--- config.mk ---
export PLATFORM = sky130hd
export DESIGN_NAME = fdx_exception_unit
export DESIGN_NICKNAME = d
export VERILOG_FILES = /design/src/fdx_exception_unit.v
export VERILOG_INCLUDE_DIRS = /design/src
export SDC_FILE = /design/constraint.sdc
export NUM_CORES = 1
export LEC_CHECK = 0
export BUFFER_PORTS_ARGS = -buffer_cell sky130_fd_sc_hd__clkbuf_2
export CAP_MARGIN = 10
export CORE_MARGIN = 2
export CORE_UTILIZATION = 35
export CTS_BUF_LIST = sky130_fd_sc_hd__clkbuf_16
export CTS_CLUSTER_DIAMETER = 50
export DETAILED_ROUTE_END_ITERATION = 16
export PLACE_DENSITY = 0.67
export SYNTH_ARGS = -nofsm -noshare
export SYNTH_HDL_FRONTEND = slang
export SYNTH_SLANG_ARGS = --single-unit
--- constraint.sdc ---
create_clock -name clk_i -period 2.51 [get_ports clk_i]
set_clock_uncertainty 0.05 [all_clocks]
set_input_delay 0.502 -clock clk_i [delete_from_list [all_inputs] [get_ports clk_i]]
set_output_delay 0.502 -clock clk_i [all_outputs]
set_load 0.02 [all_outputs]
--- src/fdx_defines.vh ---
/*
  fdx_defines.vh: offsets, field positions, encodings and limits
  of the floating-point exception unit.
  Assumes inclusion by bare name from the exception unit module.
*/
`ifndef FDX_DEFINES_VH
`define FDX_DEFINES_VH

// register offsets (byte addresses)
`define FDX_ADDR_CSR 4'h0
`define FDX_ADDR_STAT 4'h4

// fp_control_status fields
`define FDX_RM_LO 0
`define FDX_RM_HI 1
`define FDX_FLAG_LO 2
`define FDX_FLAG_HI 6
`define FDX_EN_LO 7
`define FDX_EN_HI 11
`define FDX_CAUSE_LO 12
`define FDX_CAUSE_HI 17
`define FDX_FLUSH_BIT 24
`define FDX_EXT_BIT 25
`define FDX_CSR_RST 32'h0000_0000

// exception bit order in flag/enable/cause fields
`define FDX_X_I 0
`define FDX_X_U 1
`define FDX_X_O 2
`define FDX_X_Z 3
`define FDX_X_V 4
`define FDX_X_E 5

// rounding modes
`define FDX_RN 2'h0
`define FDX_RZ 2'h1
`define FDX_RP 2'h2
`define FDX_RM 2'h3

// operation classes
`define FDX_OP_ADD 4'h0
`define FDX_OP_MUL 4'h1
`define FDX_OP_DIV 4'h2
`define FDX_OP_SQRT 4'h3
`define FDX_OP_ABSNEG 4'h4
`define FDX_OP_MOV 4'h5
`define FDX_OP_CMP 4'h6
`define FDX_OP_F2L 4'h7
`define FDX_OP_F2W 4'h8
`define FDX_OP_L2F 4'h9
`define FDX_OP_CVTF 4'ha
`define FDX_OP_MADD 4'hb

// operand kind bits
`define FDX_K_SNAN 0
`define FDX_K_QNAN 1
`define FDX_K_INF 2
`define FDX_K_ZERO 3
`define FDX_K_DEN 4
`define FDX_K_NEG 5

// result selects
`define FDX_SEL_ROUND 3'h0
`define FDX_SEL_QNAN 3'h1
`define FDX_SEL_INF 3'h2
`define FDX_SEL_MAXF 3'h3
`define FDX_SEL_MINF 3'h4
`define FDX_SEL_ZERO 3'h5

// conversion limits
`define FDX_L_MAX 64'h001F_FFFF_FFFF_FFFF
`define FDX_L_MIN 64'hFFE0_0000_0000_0000
`define FDX_W_MAX 64'h0000_0000_7FFF_FFFF
`define FDX_W_MIN 64'hFFFF_FFFF_8000_0000
`define FDX_I2F_MAX 64'h000F_FFFF_FFFF_FFFF
`define FDX_I2F_MIN 64'hFFF0_0000_0000_0000

`endif

--- src/fdx_exception_unit.v ---
/*
  fdx_exception_unit.v: exception detection, result substitution,
  stall control and fp_control_status for a floating-point unit.
  Assumes the datapath classifies operands and reports rounding
  outcome flags on the same clock; the pipeline honours stall_o.
*/
// The implementer's own choices: the address-and-strobe port and the placing of the registers.
`timescale 1ns/1ps
`include "fdx_defines.vh"

// Functional notes
// - inexact on inexact rounding, overflow, or flushed untrapped underflow
// - stall risky ops; with inexact trap stall all multicycle ops
// - inexact trap keeps destination; otherwise write rounded result
// - invalid for inf-inf, 0*inf, 0/0, inf/inf, sqrt of negative
// - invalid for signalling NaN use and ordered predicates on unordered
// - untrapped invalid writes quiet NaN; trapped leaves operands
// - divide by zero for finite nonzero dividend; signed infinity
// - overflow on rounded magnitude above max; also sets inexact
// - tininess judged after rounding
// - underflow accuracy loss judged as inexact result
// - underflow traps to unimplemented unless flushed and untrapped
// - reserved op or format code traps unimplemented, never disabled
// - denormal or quiet NaN operand of convert/compute traps, moves and compares not
// - fused multiply part overflow, underflow or denormal traps
// - float to 64-bit integer out of 53-bit range traps
// - float to 32-bit integer out of range traps
// - 64-bit integer to float beyond 52-bit range traps
// - extended level instruction traps while level disabled
// - status read reports in-flight op; one pending exception only
// - writing zero cause clears pending exceptions
// - cause holds one instruction; risky ops run one at a time
// - overflow or underflow with inexact sets both cause bits
// - cause set; flag when enable clear, else interrupt
// - untrapped overflow substitution per rounding mode
// - untrapped underflow substitution per rounding mode
module fdx_exception_unit #(
  parameter [4:0] TRAP_CODE = 5'h0f // arbitrary value
) (
  // clock and reset
  input wire clk_i,
  input wire arst_n_i,
  // register port
  input wire [3:0] addr_i,
  input wire [31:0] wdata_i,
  input wire wr_i,
  input wire rd_i,
  output wire [31:0] rdata_o,
  // issue side
  input wire op_issue_i,
  input wire may_except_i,
  input wire multicycle_i,
  // completion side
  input wire op_done_i,
  input wire [3:0] op_class_i,
  input wire eff_sub_i,
  input wire cmp_sig_i,
  input wire reserved_i,
  input wire bad_fmt_i,
  input wire ext_level_i,
  input wire [5:0] opa_kind_i,
  input wire [5:0] opb_kind_i,
  input wire inexact_i,
  input wire overflow_i,
  input wire tiny_i,
  input wire res_zero_i,
  input wire res_neg_i,
  input wire mul_ovf_i,
  input wire mul_unf_i,
  input wire mul_den_i,
  input wire [63:0] int_val_i,
  input wire int_wide_i,
  // pipeline and trap side
  output wire stall_o,
  output wire wr_en_o,
  output wire [2:0] res_sel_o,
  output wire res_sign_o,
  output wire trap_o,
  output wire [4:0] trap_code_o
);

  reg [31:0] csr_r;
  reg busy_r;
  reg pend_r;
  reg stall_r;
  reg wr_en_r;
  reg [2:0] sel_r;
  reg sign_r;
  reg [4:0] code_r;
  reg [31:0] rdata_r;

  wire [1:0] rm = csr_r[`FDX_RM_HI:`FDX_RM_LO];
  wire [4:0] en = csr_r[`FDX_EN_HI:`FDX_EN_LO];
  wire flush_sel = csr_r[`FDX_FLUSH_BIT];
  wire ext_en = csr_r[`FDX_EXT_BIT];

  // evaluation of the completing operation
  reg x_v;
  reg x_z;
  reg x_o;
  reg x_u;
  reg x_i;
  reg x_e;
  reg tiny;
  reg nan_a;
  reg nan_b;
  reg fin_a;
  reg arith;
  reg trap_nxt;
  reg [5:0] cause_nxt;
  reg [2:0] sel_nxt;
  reg sign_nxt;
  wire a_snan = opa_kind_i[`FDX_K_SNAN];
  wire b_snan = opb_kind_i[`FDX_K_SNAN];
  wire a_inf = opa_kind_i[`FDX_K_INF];
  wire b_inf = opb_kind_i[`FDX_K_INF];
  wire a_zero = opa_kind_i[`FDX_K_ZERO];
  wire b_zero = opb_kind_i[`FDX_K_ZERO];
  wire a_neg = opa_kind_i[`FDX_K_NEG];
  wire b_neg = opb_kind_i[`FDX_K_NEG];
  wire signed [63:0] ival = int_val_i;

  always @*
  begin
    nan_a = opa_kind_i[`FDX_K_SNAN] | opa_kind_i[`FDX_K_QNAN];
    nan_b = opb_kind_i[`FDX_K_SNAN] | opb_kind_i[`FDX_K_QNAN];
    fin_a = ~a_inf & ~nan_a;
    arith = (op_class_i != `FDX_OP_MOV);
    x_v = 1'b0;
    x_z = 1'b0;
    x_e = 1'b0;
    case (op_class_i)
      `FDX_OP_ADD:
        x_v = eff_sub_i & a_inf & b_inf;
      `FDX_OP_MUL, `FDX_OP_MADD:
        x_v = (a_zero & b_inf) | (a_inf & b_zero);
      `FDX_OP_DIV:
        x_v = (a_zero & b_zero) | (a_inf & b_inf);
      `FDX_OP_SQRT:
        x_v = a_neg & ~a_zero & ~nan_a;
      default:
        x_v = 1'b0;
    endcase
    if (arith && (a_snan || b_snan))
    begin
      x_v = 1'b1;
    end
    if (op_class_i == `FDX_OP_CMP && cmp_sig_i && (nan_a || nan_b))
    begin
      x_v = 1'b1;
    end
    if (op_class_i == `FDX_OP_DIV)
    begin
      x_z = b_zero & fin_a & ~a_zero & ~x_v;
    end
    x_o = overflow_i;
    tiny = tiny_i & ~res_zero_i;
    x_u = tiny & inexact_i;
    x_i = inexact_i | x_o;
    if (tiny && !en[`FDX_X_U] && !en[`FDX_X_I] && flush_sel)
    begin
      x_i = 1'b1;
    end
    if (tiny && (en[`FDX_X_U] || en[`FDX_X_I] || !flush_sel))
    begin
      x_e = 1'b1;
    end
    if (reserved_i || bad_fmt_i)
    begin
      x_e = 1'b1;
    end
    if (arith && op_class_i != `FDX_OP_CMP &&
        (opa_kind_i[`FDX_K_DEN] || opb_kind_i[`FDX_K_DEN] ||
         opa_kind_i[`FDX_K_QNAN] || opb_kind_i[`FDX_K_QNAN]))
    begin
      x_e = 1'b1;
    end
    if (op_class_i == `FDX_OP_MADD && (mul_ovf_i || mul_unf_i || mul_den_i))
    begin
      x_e = 1'b1;
    end
    if (op_class_i == `FDX_OP_F2L &&
        (int_wide_i || ival > $signed(`FDX_L_MAX) || ival < $signed(`FDX_L_MIN)))
    begin
      x_e = 1'b1;
    end
    if (op_class_i == `FDX_OP_F2W &&
        (int_wide_i || ival > $signed(`FDX_W_MAX) || ival < $signed(`FDX_W_MIN)))
    begin
      x_e = 1'b1;
    end
    if (op_class_i == `FDX_OP_L2F &&
        (ival > $signed(`FDX_I2F_MAX) || ival < $signed(`FDX_I2F_MIN)))
    begin
      x_e = 1'b1;
    end
    if (ext_level_i && !ext_en)
    begin
      x_e = 1'b1;
    end
    // unimplemented replaces the standard causes
    if (x_e)
    begin
      cause_nxt = 6'h20;
    end
    else
    begin
      cause_nxt = {1'b0, x_v, x_z, x_o, x_u, x_i};
    end
    trap_nxt = cause_nxt[`FDX_X_E] | (|(cause_nxt[4:0] & en));
    sel_nxt = `FDX_SEL_ROUND;
    sign_nxt = res_neg_i;
    if (x_v)
    begin
      sel_nxt = `FDX_SEL_QNAN;
      sign_nxt = 1'b0;
    end
    else if (x_z)
    begin
      sel_nxt = `FDX_SEL_INF;
      sign_nxt = a_neg ^ b_neg;
    end
    else if (x_o)
    begin
      case (rm)
        `FDX_RN:
          sel_nxt = `FDX_SEL_INF;
        `FDX_RZ:
          sel_nxt = `FDX_SEL_MAXF;
        `FDX_RP:
          sel_nxt = res_neg_i ? `FDX_SEL_MAXF : `FDX_SEL_INF;
        default:
          sel_nxt = res_neg_i ? `FDX_SEL_INF : `FDX_SEL_MAXF;
      endcase
    end
    else if (tiny)
    begin
      case (rm)
        `FDX_RP:
          sel_nxt = res_neg_i ? `FDX_SEL_ZERO : `FDX_SEL_MINF;
        `FDX_RM:
          sel_nxt = res_neg_i ? `FDX_SEL_MINF : `FDX_SEL_ZERO;
        default:
          sel_nxt = `FDX_SEL_ZERO;
      endcase
    end
  end

  // issue control
  wire csr_wr = wr_i && (addr_i == `FDX_ADDR_CSR);
  wire clr_pend = csr_wr && (wdata_i[`FDX_CAUSE_HI:`FDX_CAUSE_LO] == 6'h00);
  wire done_ev = op_done_i && busy_r;
  // stall risky and, with inexact trap, multicycle ops
  wire need_stall = may_except_i || (en[`FDX_X_I] && multicycle_i);
  // no issue taken while one is outstanding
  wire issue_ok = op_issue_i && !busy_r && !pend_r;
  wire busy_nxt = issue_ok ? 1'b1 : (op_done_i ? 1'b0 : busy_r);
  wire pend_set = done_ev && trap_nxt;
  // set wins over software clear
  wire pend_nxt = pend_set ? 1'b1 : (clr_pend ? 1'b0 : pend_r);
  // only an op issued stalled or a pending trap keeps the stall; safe ops must not cost cycles
  wire stall_nxt = (issue_ok ? need_stall : (stall_r && busy_r && !op_done_i)) || pend_nxt;

  // flags accumulate for untrapped standard exceptions
  wire [4:0] flag_new = done_ev ? (cause_nxt[4:0] & ~en) : 5'h00;
  reg [31:0] csr_nxt;
  always @*
  begin
    csr_nxt = csr_r;
    if (csr_wr)
    begin
      csr_nxt = wdata_i;
    end
    csr_nxt[`FDX_FLAG_HI:`FDX_FLAG_LO] = csr_nxt[`FDX_FLAG_HI:`FDX_FLAG_LO] | flag_new;
    // cause reflects just the completing instruction
    if (done_ev)
    begin
      csr_nxt[`FDX_CAUSE_HI:`FDX_CAUSE_LO] = cause_nxt;
    end
  end

  // read path
  reg [31:0] rd_nxt;
  always @*
  begin
    rd_nxt = 32'h0000_0000;
    if (rd_i)
    begin
      if (addr_i == `FDX_ADDR_CSR)
      begin
        // an op completing now is reported in the read
        rd_nxt = csr_nxt;
      end
      else if (addr_i == `FDX_ADDR_STAT)
      begin
        rd_nxt = {24'h00_0000, pend_r, busy_r, 1'b0, code_r};
      end
    end
  end

  always @(posedge clk_i or negedge arst_n_i)
  begin
    if (!arst_n_i)
    begin
      csr_r <= `FDX_CSR_RST;
      busy_r <= 1'b0;
      pend_r <= 1'b0;
      stall_r <= 1'b0;
      wr_en_r <= 1'b0;
      sel_r <= `FDX_SEL_ROUND;
      sign_r <= 1'b0;
      code_r <= 5'h00;
      rdata_r <= 32'h0000_0000;
    end
    else
    begin
      csr_r <= csr_nxt;
      busy_r <= busy_nxt;
      pend_r <= pend_nxt;
      stall_r <= stall_nxt;
      rdata_r <= rd_nxt;
      wr_en_r <= done_ev && !trap_nxt;
      if (done_ev)
      begin
        sel_r <= sel_nxt;
        sign_r <= sign_nxt;
      end
      if (pend_set)
      begin
        code_r <= TRAP_CODE;
      end
      else if (clr_pend)
      begin
        code_r <= 5'h00;
      end
    end
  end

  assign rdata_o = rdata_r;
  assign stall_o = stall_r;
  assign wr_en_o = wr_en_r;
  assign res_sel_o = sel_r;
  assign res_sign_o = sign_r;
  assign trap_o = pend_r;
  assign trap_code_o = code_r;

endmodule // fdx_exception_unit

### Word level (Yosys, flattened, before mapping)

Cells that the tools add are included.

* output and inout bits: 44
* word-level logic and storage cells: 155
* register bits: 77
* input port bits: 138

* equality and inequality tests: 14
* muxes and demuxes: 39
* bitwise logic cells: 30
* $lt $le $gt $ge: 6
* reduce and logical (&&, ||, !) cells: 57

Operator list (count)
* two-way mux 32 bit: 3
* greater-than comparator 64 x 32 -> 1 bit, second input constant: 1
* greater-than comparator 64 x 53 -> 1 bit, second input constant: 1
* greater-than comparator 64 x 54 -> 1 bit, second input constant: 1
* less-than comparator 64 x 32 -> 1 bit, second input constant: 1
* less-than comparator 64 x 53 -> 1 bit, second input constant: 1
* less-than comparator 64 x 54 -> 1 bit, second input constant: 1
* logical AND 1 bit: 24
* two-way mux 1 bit: 23
* logical OR 1 bit: 17
* two-way mux 5 bit: 3
* bitwise AND 1 bit: 14
* equality test 4 x 3 -> 1 bit, second input constant: 3
* equality test 4 bit, second input constant: 3
* two-way mux 3 bit: 4
* two-way mux 6 bit: 2
* bitwise AND 5 bit: 2
* equality test 4 x 2 -> 1 bit, second input constant: 2
* zero test 1 bit: 8
* zero test 4 bit: 2
* two-way mux 8 bit: 1
* != test 4 x 3 -> 1 bit, second input constant: 2
* zero test 6 bit: 1
* bitwise OR 1 bit: 6
* other kinds (14): 20

### Logic depth before layout (Yosys ltp)

Gate-level depths: netlist of the first run.

* word-level depth: 18
* depth in mapped cells: 8
* mapped depth without buffers: 6

### Least setup slack after synthesis of the first run

OpenSTA, ideal clock, no wires.

* kind: input-to-reg
* from: input port int_wide_i
* to: register rdata_r[2] (netlist: rdata_o[2])
* library setup time: 0.104 ns
* data arrival time: 2.077 ns
* cell stages on the path: 7
* slack: 0.279 ns
* data required time: 2.356 ns
* cells stage by stage: nand2b_1 > or4_1 > o211ai_1 > nand3_2 > a211o_1 > buf_6 > o41ai_4

* word-level cells in the longest chain between the ends: 13
* elaborated cells between the ends (all ways): 16
* those cells by class: mux: 8; bitwise: 2; reduce/logical: 6

RTL lines
* start: declaration: line fdx_exception_unit.v:72 `input wire int_wide_i,`
* logical OR 1 bit (2 in a row): line fdx_exception_unit.v:183 `` (int_wide_i || ival > $signed(`FDX_L_MAX) || ival < $signed(`FDX_L_MIN))) ``
* logical AND 1 bit: line fdx_exception_unit.v:182 `` if (op_class_i == `FDX_OP_F2L && ``
* two-way mux 1 bit: line fdx_exception_unit.v:182
* two-way mux 1 bit *: line fdx_exception_unit.v:187 `` if (op_class_i == `FDX_OP_F2W && ``
* two-way mux 1 bit *: line fdx_exception_unit.v:192 `` if (op_class_i == `FDX_OP_L2F && ``
* two-way mux 1 bit *: line fdx_exception_unit.v:197 `if (ext_level_i && !ext_en)`
* two-way mux 6 bit *: line fdx_exception_unit.v:202 `if (x_e)`
* bitwise AND 5 bit *: line fdx_exception_unit.v:265 `wire [4:0] flag_new = done_ev ? (cause_nxt[4:0] & ~en) : 5'h00;`
* two-way mux 5 bit *: line fdx_exception_unit.v:265
* bitwise OR 5 bit *: line fdx_exception_unit.v:274 `` csr_nxt[`FDX_FLAG_HI:`FDX_FLAG_LO] = csr_nxt[`FDX_FLAG_HI:`FDX_FLAG_LO] | flag_new; ``
* two-way mux 32 bit *: line fdx_exception_unit.v:289 `` if (addr_i == `FDX_ADDR_CSR) ``
* two-way mux 32 bit *: line fdx_exception_unit.v:287 `if (rd_i)`
* named net rd_nxt[2]: line fdx_exception_unit.v:283 `reg [31:0] rd_nxt;`
* end signal: assignment: line fdx_exception_unit.v:321 `rdata_r <= rd_nxt;`
* end: declaration: line fdx_exception_unit.v:90 `reg [31:0] rdata_r;`

The timed path passes the listed nets; every way through them passes the cells marked *.
A chain may end at the register's enable or synchronous reset.

### Final worst setup path of the first run

* from: register csr_r[8]
* to: register rdata_r[2] (netlist: rdata_o[2])

* word-level cells in the longest chain between the ends: 17
* elaborated cells between the ends (all ways): 22
* those cells by class: mux: 13; bitwise: 2; reduce/logical: 7

RTL lines
* start: declaration: line fdx_exception_unit.v:82 `reg [31:0] csr_r;`
* start signal: assignment: line fdx_exception_unit.v:305 `` csr_r <= `FDX_CSR_RST; ``
* start signal: assignment: line fdx_exception_unit.v:317 `csr_r <= csr_nxt;`
* logical OR 1 bit (2 in a row): line fdx_exception_unit.v:164 `` if (tiny && (en[`FDX_X_U] || en[`FDX_X_I] || !flush_sel)) ``
* logical AND 1 bit: line fdx_exception_unit.v:164
* two-way mux 1 bit: line fdx_exception_unit.v:164
* two-way mux 1 bit: line fdx_exception_unit.v:168 `if (reserved_i || bad_fmt_i)`
* two-way mux 1 bit: line fdx_exception_unit.v:172 `` if (arith && op_class_i != `FDX_OP_CMP && ``
* two-way mux 1 bit: line fdx_exception_unit.v:178 `` if (op_class_i == `FDX_OP_MADD && (mul_ovf_i || mul_unf_i || mul_den_i)) ``
* two-way mux 1 bit: line fdx_exception_unit.v:182
* two-way mux 1 bit: line fdx_exception_unit.v:187
* two-way mux 1 bit: line fdx_exception_unit.v:192
* two-way mux 1 bit: line fdx_exception_unit.v:197
* two-way mux 6 bit *: line fdx_exception_unit.v:202
* bitwise AND 5 bit *: line fdx_exception_unit.v:265
* two-way mux 5 bit *: line fdx_exception_unit.v:265
* bitwise OR 5 bit *: line fdx_exception_unit.v:274
* two-way mux 32 bit *: line fdx_exception_unit.v:289
* two-way mux 32 bit *: line fdx_exception_unit.v:287
* named net rd_nxt[2]: line fdx_exception_unit.v:283

Marked as above.

==> impl_metrics.csv, run 1 <==
group,metric,value,unit
worst_setup_path,cp_max_fo,20,
synth,netlist_area,3430,sq um
worst_setup_path,critical_path_class,"reg -> reg",
synth,synth_seq_cells,73,
routing,dr.pass1.iters,4,
sta,slew_violations,0,
sta,rsz0062_at_grt,"false",
global_routing,grt_max_degree,74,
clock_tree,htree_levels,3,
routing,drt_iter0_markers,108,
synth,synth-edff-count,0,
power_and_ir_drop,netSwitchingFraction,28.1,%
power_and_ir_drop,power_density,724,nW/um^2
sta,setup_tns,0,ps
sta,slew_headroom,37.9,%
clock_tree,cts_buffer_depth,2,
sta,setup_viol,0,
synth,synth-seq-area-share,53.2,%
synth,yosysTopAreaCellShare,53.2,%
clock_tree,clock_latency,330,ps
clock_tree,numCtsBuffers,9,
cells_and_area,drive_gt1_share,43.1,%
floorplanning,pin_count,182,
power_and_ir_drop,p_comb_share,20.8,%
power_and_ir_drop,pwr-share-clk,35.7,%
sta,tightest_slew,931,ps
run_status,status,"complete, no violations",
routing,drt_wl_total,9.39,mm
flow_run,cap_viol_max_count,0,
place,globalplace.congestion,0.892,
clock_tree,cts_tree,"built",
routing,viasPerCell,4.95,
cells_and_area,area_growth,36.1,%
synth,synthFlopType,"dfrtp_1",
power_and_ir_drop,sequentialPowerShare,43.4,%
sta,final.period_utilization,90.2,%
synth,async_flop_share,100,%
power_and_ir_drop,peakVddDrop,462,uV
cells_and_area,filler_cell_count,935,
floorplanning,rows,36,
worst_setup_path,crit_path_start_kind,"flip-flop",
clock_tree,clockRootBuffer,"clkbuf_16",
global_routing,grtUsageTotal,18.6,%
sta,layout_min_cycle_time,2260,ps
global_routing,antenna_found_initial,0,
clock_tree,path_clk_slew,50,ps
clock_tree,hold_buffers,0,
cells_and_area,multi_input_area,1500,sq um
clock_tree,postCtsSetupRepairBufs,0,
floorplanning,die_w,103,um
synth,synth_nets,446,
floorplanning,die_h,103,um
synth,ys_warn_count,0,
floorplanning,dieArea,10600,sq um
global_routing,grt_pass1_wl,14.9,mm
synth,yosys.area.top_type,"dfrtp_1",
cells_and_area,nNetsFinal,604,
worst_setup_path,end_kind,"flip-flop",
place,port_buffers,149,
sta,max_freq,442,MHz
routing,vias,2991,
hold_path,min-delay-path-class,"in -> async",
synth,synth_area_leaders,"dfrtp_1 53%, mux2_2 7.2%, and2_1 3.6%",
power_and_ir_drop,p_leak,0.00237,uW
power_and_ir_drop,fin_total_pwr,3380,uW
routing,wl_per_cell,15.5,um
synth,synthDistinctLibCells,53,
sta,hold_viol,0,
cells_and_area,seq_area,1830,sq um
floorplanning,initial_core_util,35.6,%
routing,postRouteAntennaNets,0,
power_and_ir_drop,intPower,2430,uW
clock_tree,postCtsResizedCells,0,
worst_setup_path,arrival,2440,ps
global_routing,grt_pass1_vias,2957,
place,dp_hpwl,7.22,mm
global_routing,overflow,0,
clock_tree,cts.sinks,73,
synth,synth.avg_cell_area,11.1,sq um
floorplanning,coreArea,9640,sq um
worst_setup_path,cp_data_required_time,2690,ps
cells_and_area,antenna_cells,0,
routing,drc,0,
synth,synthCells,308,
power_and_ir_drop,p_sw,951,uW
[power groups by stage]
stage | Clock, uW | Sequential, uW | Combinational, uW
floorplan | 0 | 1520 | 387
global placement | 0 | 1480 | 685
detailed placement | 0 | 1490 | 706
CTS | 1250 | 1470 | 709
global route | 1280 | 1490 | 777
finish | 1210 | 1470 | 705
[placed cells by master, fill, tap and decap left out, types with 3 or more instances in the layout]
cell type	n
nand2b_1	7
a21oi_1	8
a21o_1	3
buf_4	12
clkbuf_2	148
a211oi_1	5
clkbuf_16	9
nor4_1	10
nor2b_1	4
and3_1	3
mux2_2	22
nand2_1	21
nand3_1	9
xor2_1	3
inv_1	9
o21ai_0	11
and2_1	20
nor2_1	10
a2111oi_0	3
nand4_1	11
o22ai_1	5
nor3_1	9
dfrtp_1	73
o32ai_1	4
o31ai_1	3
mux2i_1	12
o2111a_1	3
[synth_stat cells (all sizes together), types with 4 or more instances]
cell	number
inv	6
buf	10
and2	20
clkbuf	5
a21oi	8
dfrtp	73
nor2	10
nor2b	4
o32ai	4
nand2b	7
o22ai	5
nor3	9
o21ai	11
mux2i	12
nand4	11
nand2	22
nand3	10
nor4	12
mux2	22
a211oi	5
[worst max-delay path: stages (launching register included)]
cell and delay [ps]:
dfrtp_1 400, nor3b_1 290, and2b_1 240, nor4_2 240, nand3_2 140, a211o_1 330, buf_12 170, o41ai_4 300
[per-stage QoR]
step                      area, sq um  hold slack, ps  utilization, %  instances  setup slack [ps]
after detailed placement         4390             428            45.5        588            -0.290
after floorplan                  3430             156               -        308               279
after global placement           4390             422            45.5        588              38.3
final                            4670             244            48.4        604               246
after global routing             4670             345            48.4        604              60.9
after CTS                        4670             295            48.4        604               229
[flip-flops by register name, summed over array words and instances (netlist names)]
| register | cells |
|---|---|
| busy_r | 1 |
| csr_r | 32 |
| rdata_o | 32 |
| res_sel_o | 3 |
| res_sign_o | 1 |
| stall_o | 1 |
| trap_code_o | 1 |
| trap_o | 1 |
| wr_en_o | 1 |
[layout make-up]
type | instances | share of cell area (%)
clock buffers | 9 | 4.82
well taps | 133 | 3.56
flip-flops and latches | 73 | 39.1
multi-input cells | 214 | 32.2
inverters | 6 | 0.482
repair buffers | 162 | 18.6
clock inverters | 7 | 1.18
[final timing paths]
check	from	to	slack [ps]	cells after the start
worst max-delay path	csr_r[8]	rdata_o[2]	250	7
worst min-delay path	arst_n_i	res_sel_o[1]	240	1
worst max register to register	csr_r[8]	rdata_o[2]	250	7
worst min register to register	res_sel_o[1]	res_sel_o[1]	430	2
max in group asynchronous	arst_n_i	rdata_o[10]	1540	1
min in group clk_i	wdata_i[25]	csr_r[25]	370	2
[cell families (layout without fill, tap and decap cells)]
family	after synthesis	after routing	synth area share (%)
other	1	1	0.109
xor gates and xnor gates	4	4	1.02
and+or+nand+nor	117	117	19.2
AOI/OAI and AO/OA	58	58	12.7
muxes	34	34	10.7
buffers and inverters	21	184	3.06
DFF	73	73	53.2
[routing by layer]
layer	part of all wire [%]	vias to the layer above	global-route usage, %
met5	0	-	0
met4	1.2	0	4.76
met3	7.2	9	5.69
met2	48	96	30.2
met1	44	1434	24.4
li1	-	1452	-
No activity file was read; power rests on OpenSTA's default activity.
==> run 2: changes to the inputs <==
--- a/config.mk
+++ b/config.mk
@@ -6,6 +6,7 @@
 export SDC_FILE = /design/constraint.sdc
 export NUM_CORES = 1
 export LEC_CHECK = 0
+export ABC_AREA = 1
 export BUFFER_PORTS_ARGS = -buffer_cell sky130_fd_sc_hd__clkbuf_2
 export CAP_MARGIN = 10
 export CORE_MARGIN = 2
@@ -13,7 +14,7 @@
 export CTS_BUF_LIST = sky130_fd_sc_hd__clkbuf_16
 export CTS_CLUSTER_DIAMETER = 50
 export DETAILED_ROUTE_END_ITERATION = 16
-export PLACE_DENSITY = 0.67
+export PLACE_DENSITY = 0.66
 export SYNTH_ARGS = -nofsm -noshare
 export SYNTH_HDL_FRONTEND = slang
 export SYNTH_SLANG_ARGS = --single-unit
==> impl_metrics.csv, run 2 <==
group,metric,value,unit
cells_and_area,drive_gt1_share,33.7,%
synth,synth_area_leaders,"dfrtp_1 52%, nand2_1 8.8%, nor2_1 7.6%",
hold_path,min_path_cells,3,
sta,tightest_slew,487,ps
floorplanning,coreArea,9770,sq um
cells_and_area,multi_input_area,1380,sq um
synth,synth-seq-area-share,52.0,%
worst_setup_path,end_kind,"flip-flop",
cells_and_area,stdcell_area,4750,sq um
worst_setup_path,crit_family,"simple AND/OR/NAND/NOR gates",
place,dp_hpwl,7.31,mm
cells_and_area,nNetsFinal,730,
synth,synthFlopType,"dfrtp_1",
global_routing,grt_pass1_wl,15.8,mm
worst_setup_path,worst_path_max_delay_cell,"dfrtp_1",
cells_and_area,area_growth,35.2,%
worst_setup_path,cp_num_buf_inv,3,
synth,yosys.area.top_type,"dfrtp_1",
routing,viasPerCell,4.54,
synth,synth_seq_cells,73,
sta,slew_headroom,67.3,%
worst_setup_path,cp_max_fo,7,
global_routing,grtUsageTotal,18.4,%
clock_tree,numCtsBuffers,9,
routing,postRouteAntennaNets,0,
sta,setup_tns,0,ps
sta,hold_viol,0,
synth,synth-edff-count,0,
cells_and_area,antenna_cells,0,
sta,slew_violations,0,
clock_tree,clockRootBuffer,"clkbuf_16",
clock_tree,htree_levels,3,
clock_tree,clock_latency,330,ps
sta,setup_viol,0,
run_status,status,"complete, no violations",
routing,routed.top_layer,"met4",
floorplanning,die_h,104,um
routing,wl_met3,638,um
clock_tree,path_clk_slew,60,ps
worst_setup_path,crit_cells,12,
synth,synthDistinctLibCells,37,
power_and_ir_drop,power_density,680,nW/um^2
clock_tree,postCtsResizedCells,0,
worst_setup_path,arrival,1990,ps
clock_tree,cts.sinks,73,
synth,synth.avg_cell_area,8.04,sq um
hold_path,min-delay-path-class,"in -> reg",
worst_setup_path,critical_path_class,"reg -> reg",
sta,rsz0062_at_grt,"false",
routing,m1WireLength,4.05,mm
floorplanning,pin_count,182,
place,port_buffers,149,
cells_and_area,postLayoutCoreUtil,48.6,%
sta,final.period_utilization,73.1,%
worst_setup_path,crit_chain,"inv_1 > nand3_1 > nand2_1 > nand3_1 > nor2_1 > nand3_1 > a21oi_4 > inv_2 > nor2_4 > inv_1 > o21ai_2 > nor2_1",
sta,hold_ws,351,ps
synth,synth_nets,575,
routing,drt_wl_total,9.38,mm
cells_and_area,filler_cell_count,999,
routing,drc,0,
sta,layout_min_cycle_time,1840,ps
worst_setup_path,cp_data_required_time,2660,ps
floorplanning,die_w,104,um
clock_tree,postCtsSetupRepairBufs,0,
worst_setup_path,crit_path_start_kind,"flip-flop",
synth,synthCells,437,
clock_tree,cts_tree,"built",
place,place_ws,353,ps
sta,setup_ws,674,ps
routing,drt_iter0_markers,131,
flow_run,cap_viol_max_count,0,
power_and_ir_drop,p_leak,0.00260,uW
cells_and_area,layout_commonest_cell,"clkbuf_2",
routing,dr.pass1.iters,4,
synth,netlist_area,3510,sq um
synth,async_flop_share,100,%
global_routing,antenna_found_initial,0,
cells_and_area,layout_common_cells,"148 x clkbuf_2, 82 x nand2_1, 73 x dfrtp_1",
synth,ys_warn_count,0,
routing,wl_met2,4.59,mm
synth,yosysTopAreaCellShare,52.0,%
sta,max_freq,545,MHz
place,globalplace.congestion,0.868,
global_routing,grt_pass1_vias,3388,
routing,wl_per_cell,12.8,um
place,place_area,4430,sq um
worst_setup_path,ff2ff_path_depth,12,
cells_and_area,seq_area,1830,sq um
clock_tree,cts_buffer_depth,2,
synth,synthTopCellsByCount,"82 x nand2_1, 73 x dfrtp_1, 71 x nor2_1",
global_routing,grt_max_degree,73,
worst_setup_path,critPathMostFrequentCell,"nand3_1",
floorplanning,dieArea,10900,sq um
routing,vias,3311,
global_routing,overflow,0,
floorplanning,initial_core_util,35.9,%
worst_setup_path,slowest_delay,410,ps
power_and_ir_drop,peakVddDrop,381,uV
floorplanning,rows,36,
synth,synth.most_common_cell,"nand2_1",
==> run 2: changes by cell type in the layout (fill, tap and decap cells not counted), sizes merged, moves of 16 or more <==
cell and change:
and2 -20, o21ai +29, inv +57, nand2 +62, nor2 +65, or2 +16, mux2 -22
==> run 2: timing repair <==
item,4_1_cts,5_1_grt
hold endpoints to repair,1,0
setup endpoints to repair,0,0
hold buffers,1,0
==> run 2: per-stage QoR <==
step,cells,total power (uW)
detailed placement,713,1920
global placement,713,1900
floorplan,437,1700
global route,730,3400
finish,730,3230
CTS,730,3260
==> run 2: path summary, 6_finish.rpt <==
kind / startpoint / to / slack (ps)
worst min-delay path: wdata_i[0] / csr_r[0] / 350
min in group asynchronous: arst_n_i / res_sign_o / 450
worst min register to register: res_sel_o[1] / res_sel_o[1] / 430
worst max-delay path: csr_r[7] / rdata_o[17] / 670
worst max register to register: csr_r[7] / rdata_o[17] / 670
max in group asynchronous: arst_n_i / rdata_o[11] / 1410
==> run 2: area by class of cell <==
cell class / instances / area share, %
repair buffers: 157 / 17.3
clock inverters: 7 / 1.79
clock buffers: 9 / 4.74
well taps: 133 / 3.50
flip-flops and latches: 73 / 38.5
inverters: 66 / 5.22
multi-input cells: 285 / 29.0
==> run 2: worst min-delay path: stages <==
cell      delay (ps)
clkbuf_2          70
nand2_1           40
nand2_1           70
==> run 2: logic make-up after synthesis <==
logic type / after synthesis / share of synthesized area [%]
compound gates: 63 / 10.2
xor+xnor: 2 / 0.499
buf+inv: 79 / 8.91
flops: 73 / 52.0
mux: 3 / 0.855
other cells: 1 / 0.107
simple gates: 216 / 27.4
==> run 2: layer usage <==
| layer | track usage (%) | vias up |
|---|---|---|
| li1 | - | 1680 |
| met1 | 22.3 | 1519 |
| met2 | 31.3 | 106 |
| met4 | 6.27 | 0 |
| met3 | 5.51 | 6 |
| met5 | 0 | - |
==> run 2: power breakdown <==
| group | internal, uW | total, uW | switching [uW] |
|---|---|---|---|
| Sequential | 1320 | 1380 | 54.1 |
| Combinational | 224 | 521 | 298 |
| Clock | 859 | 1330 | 472 |
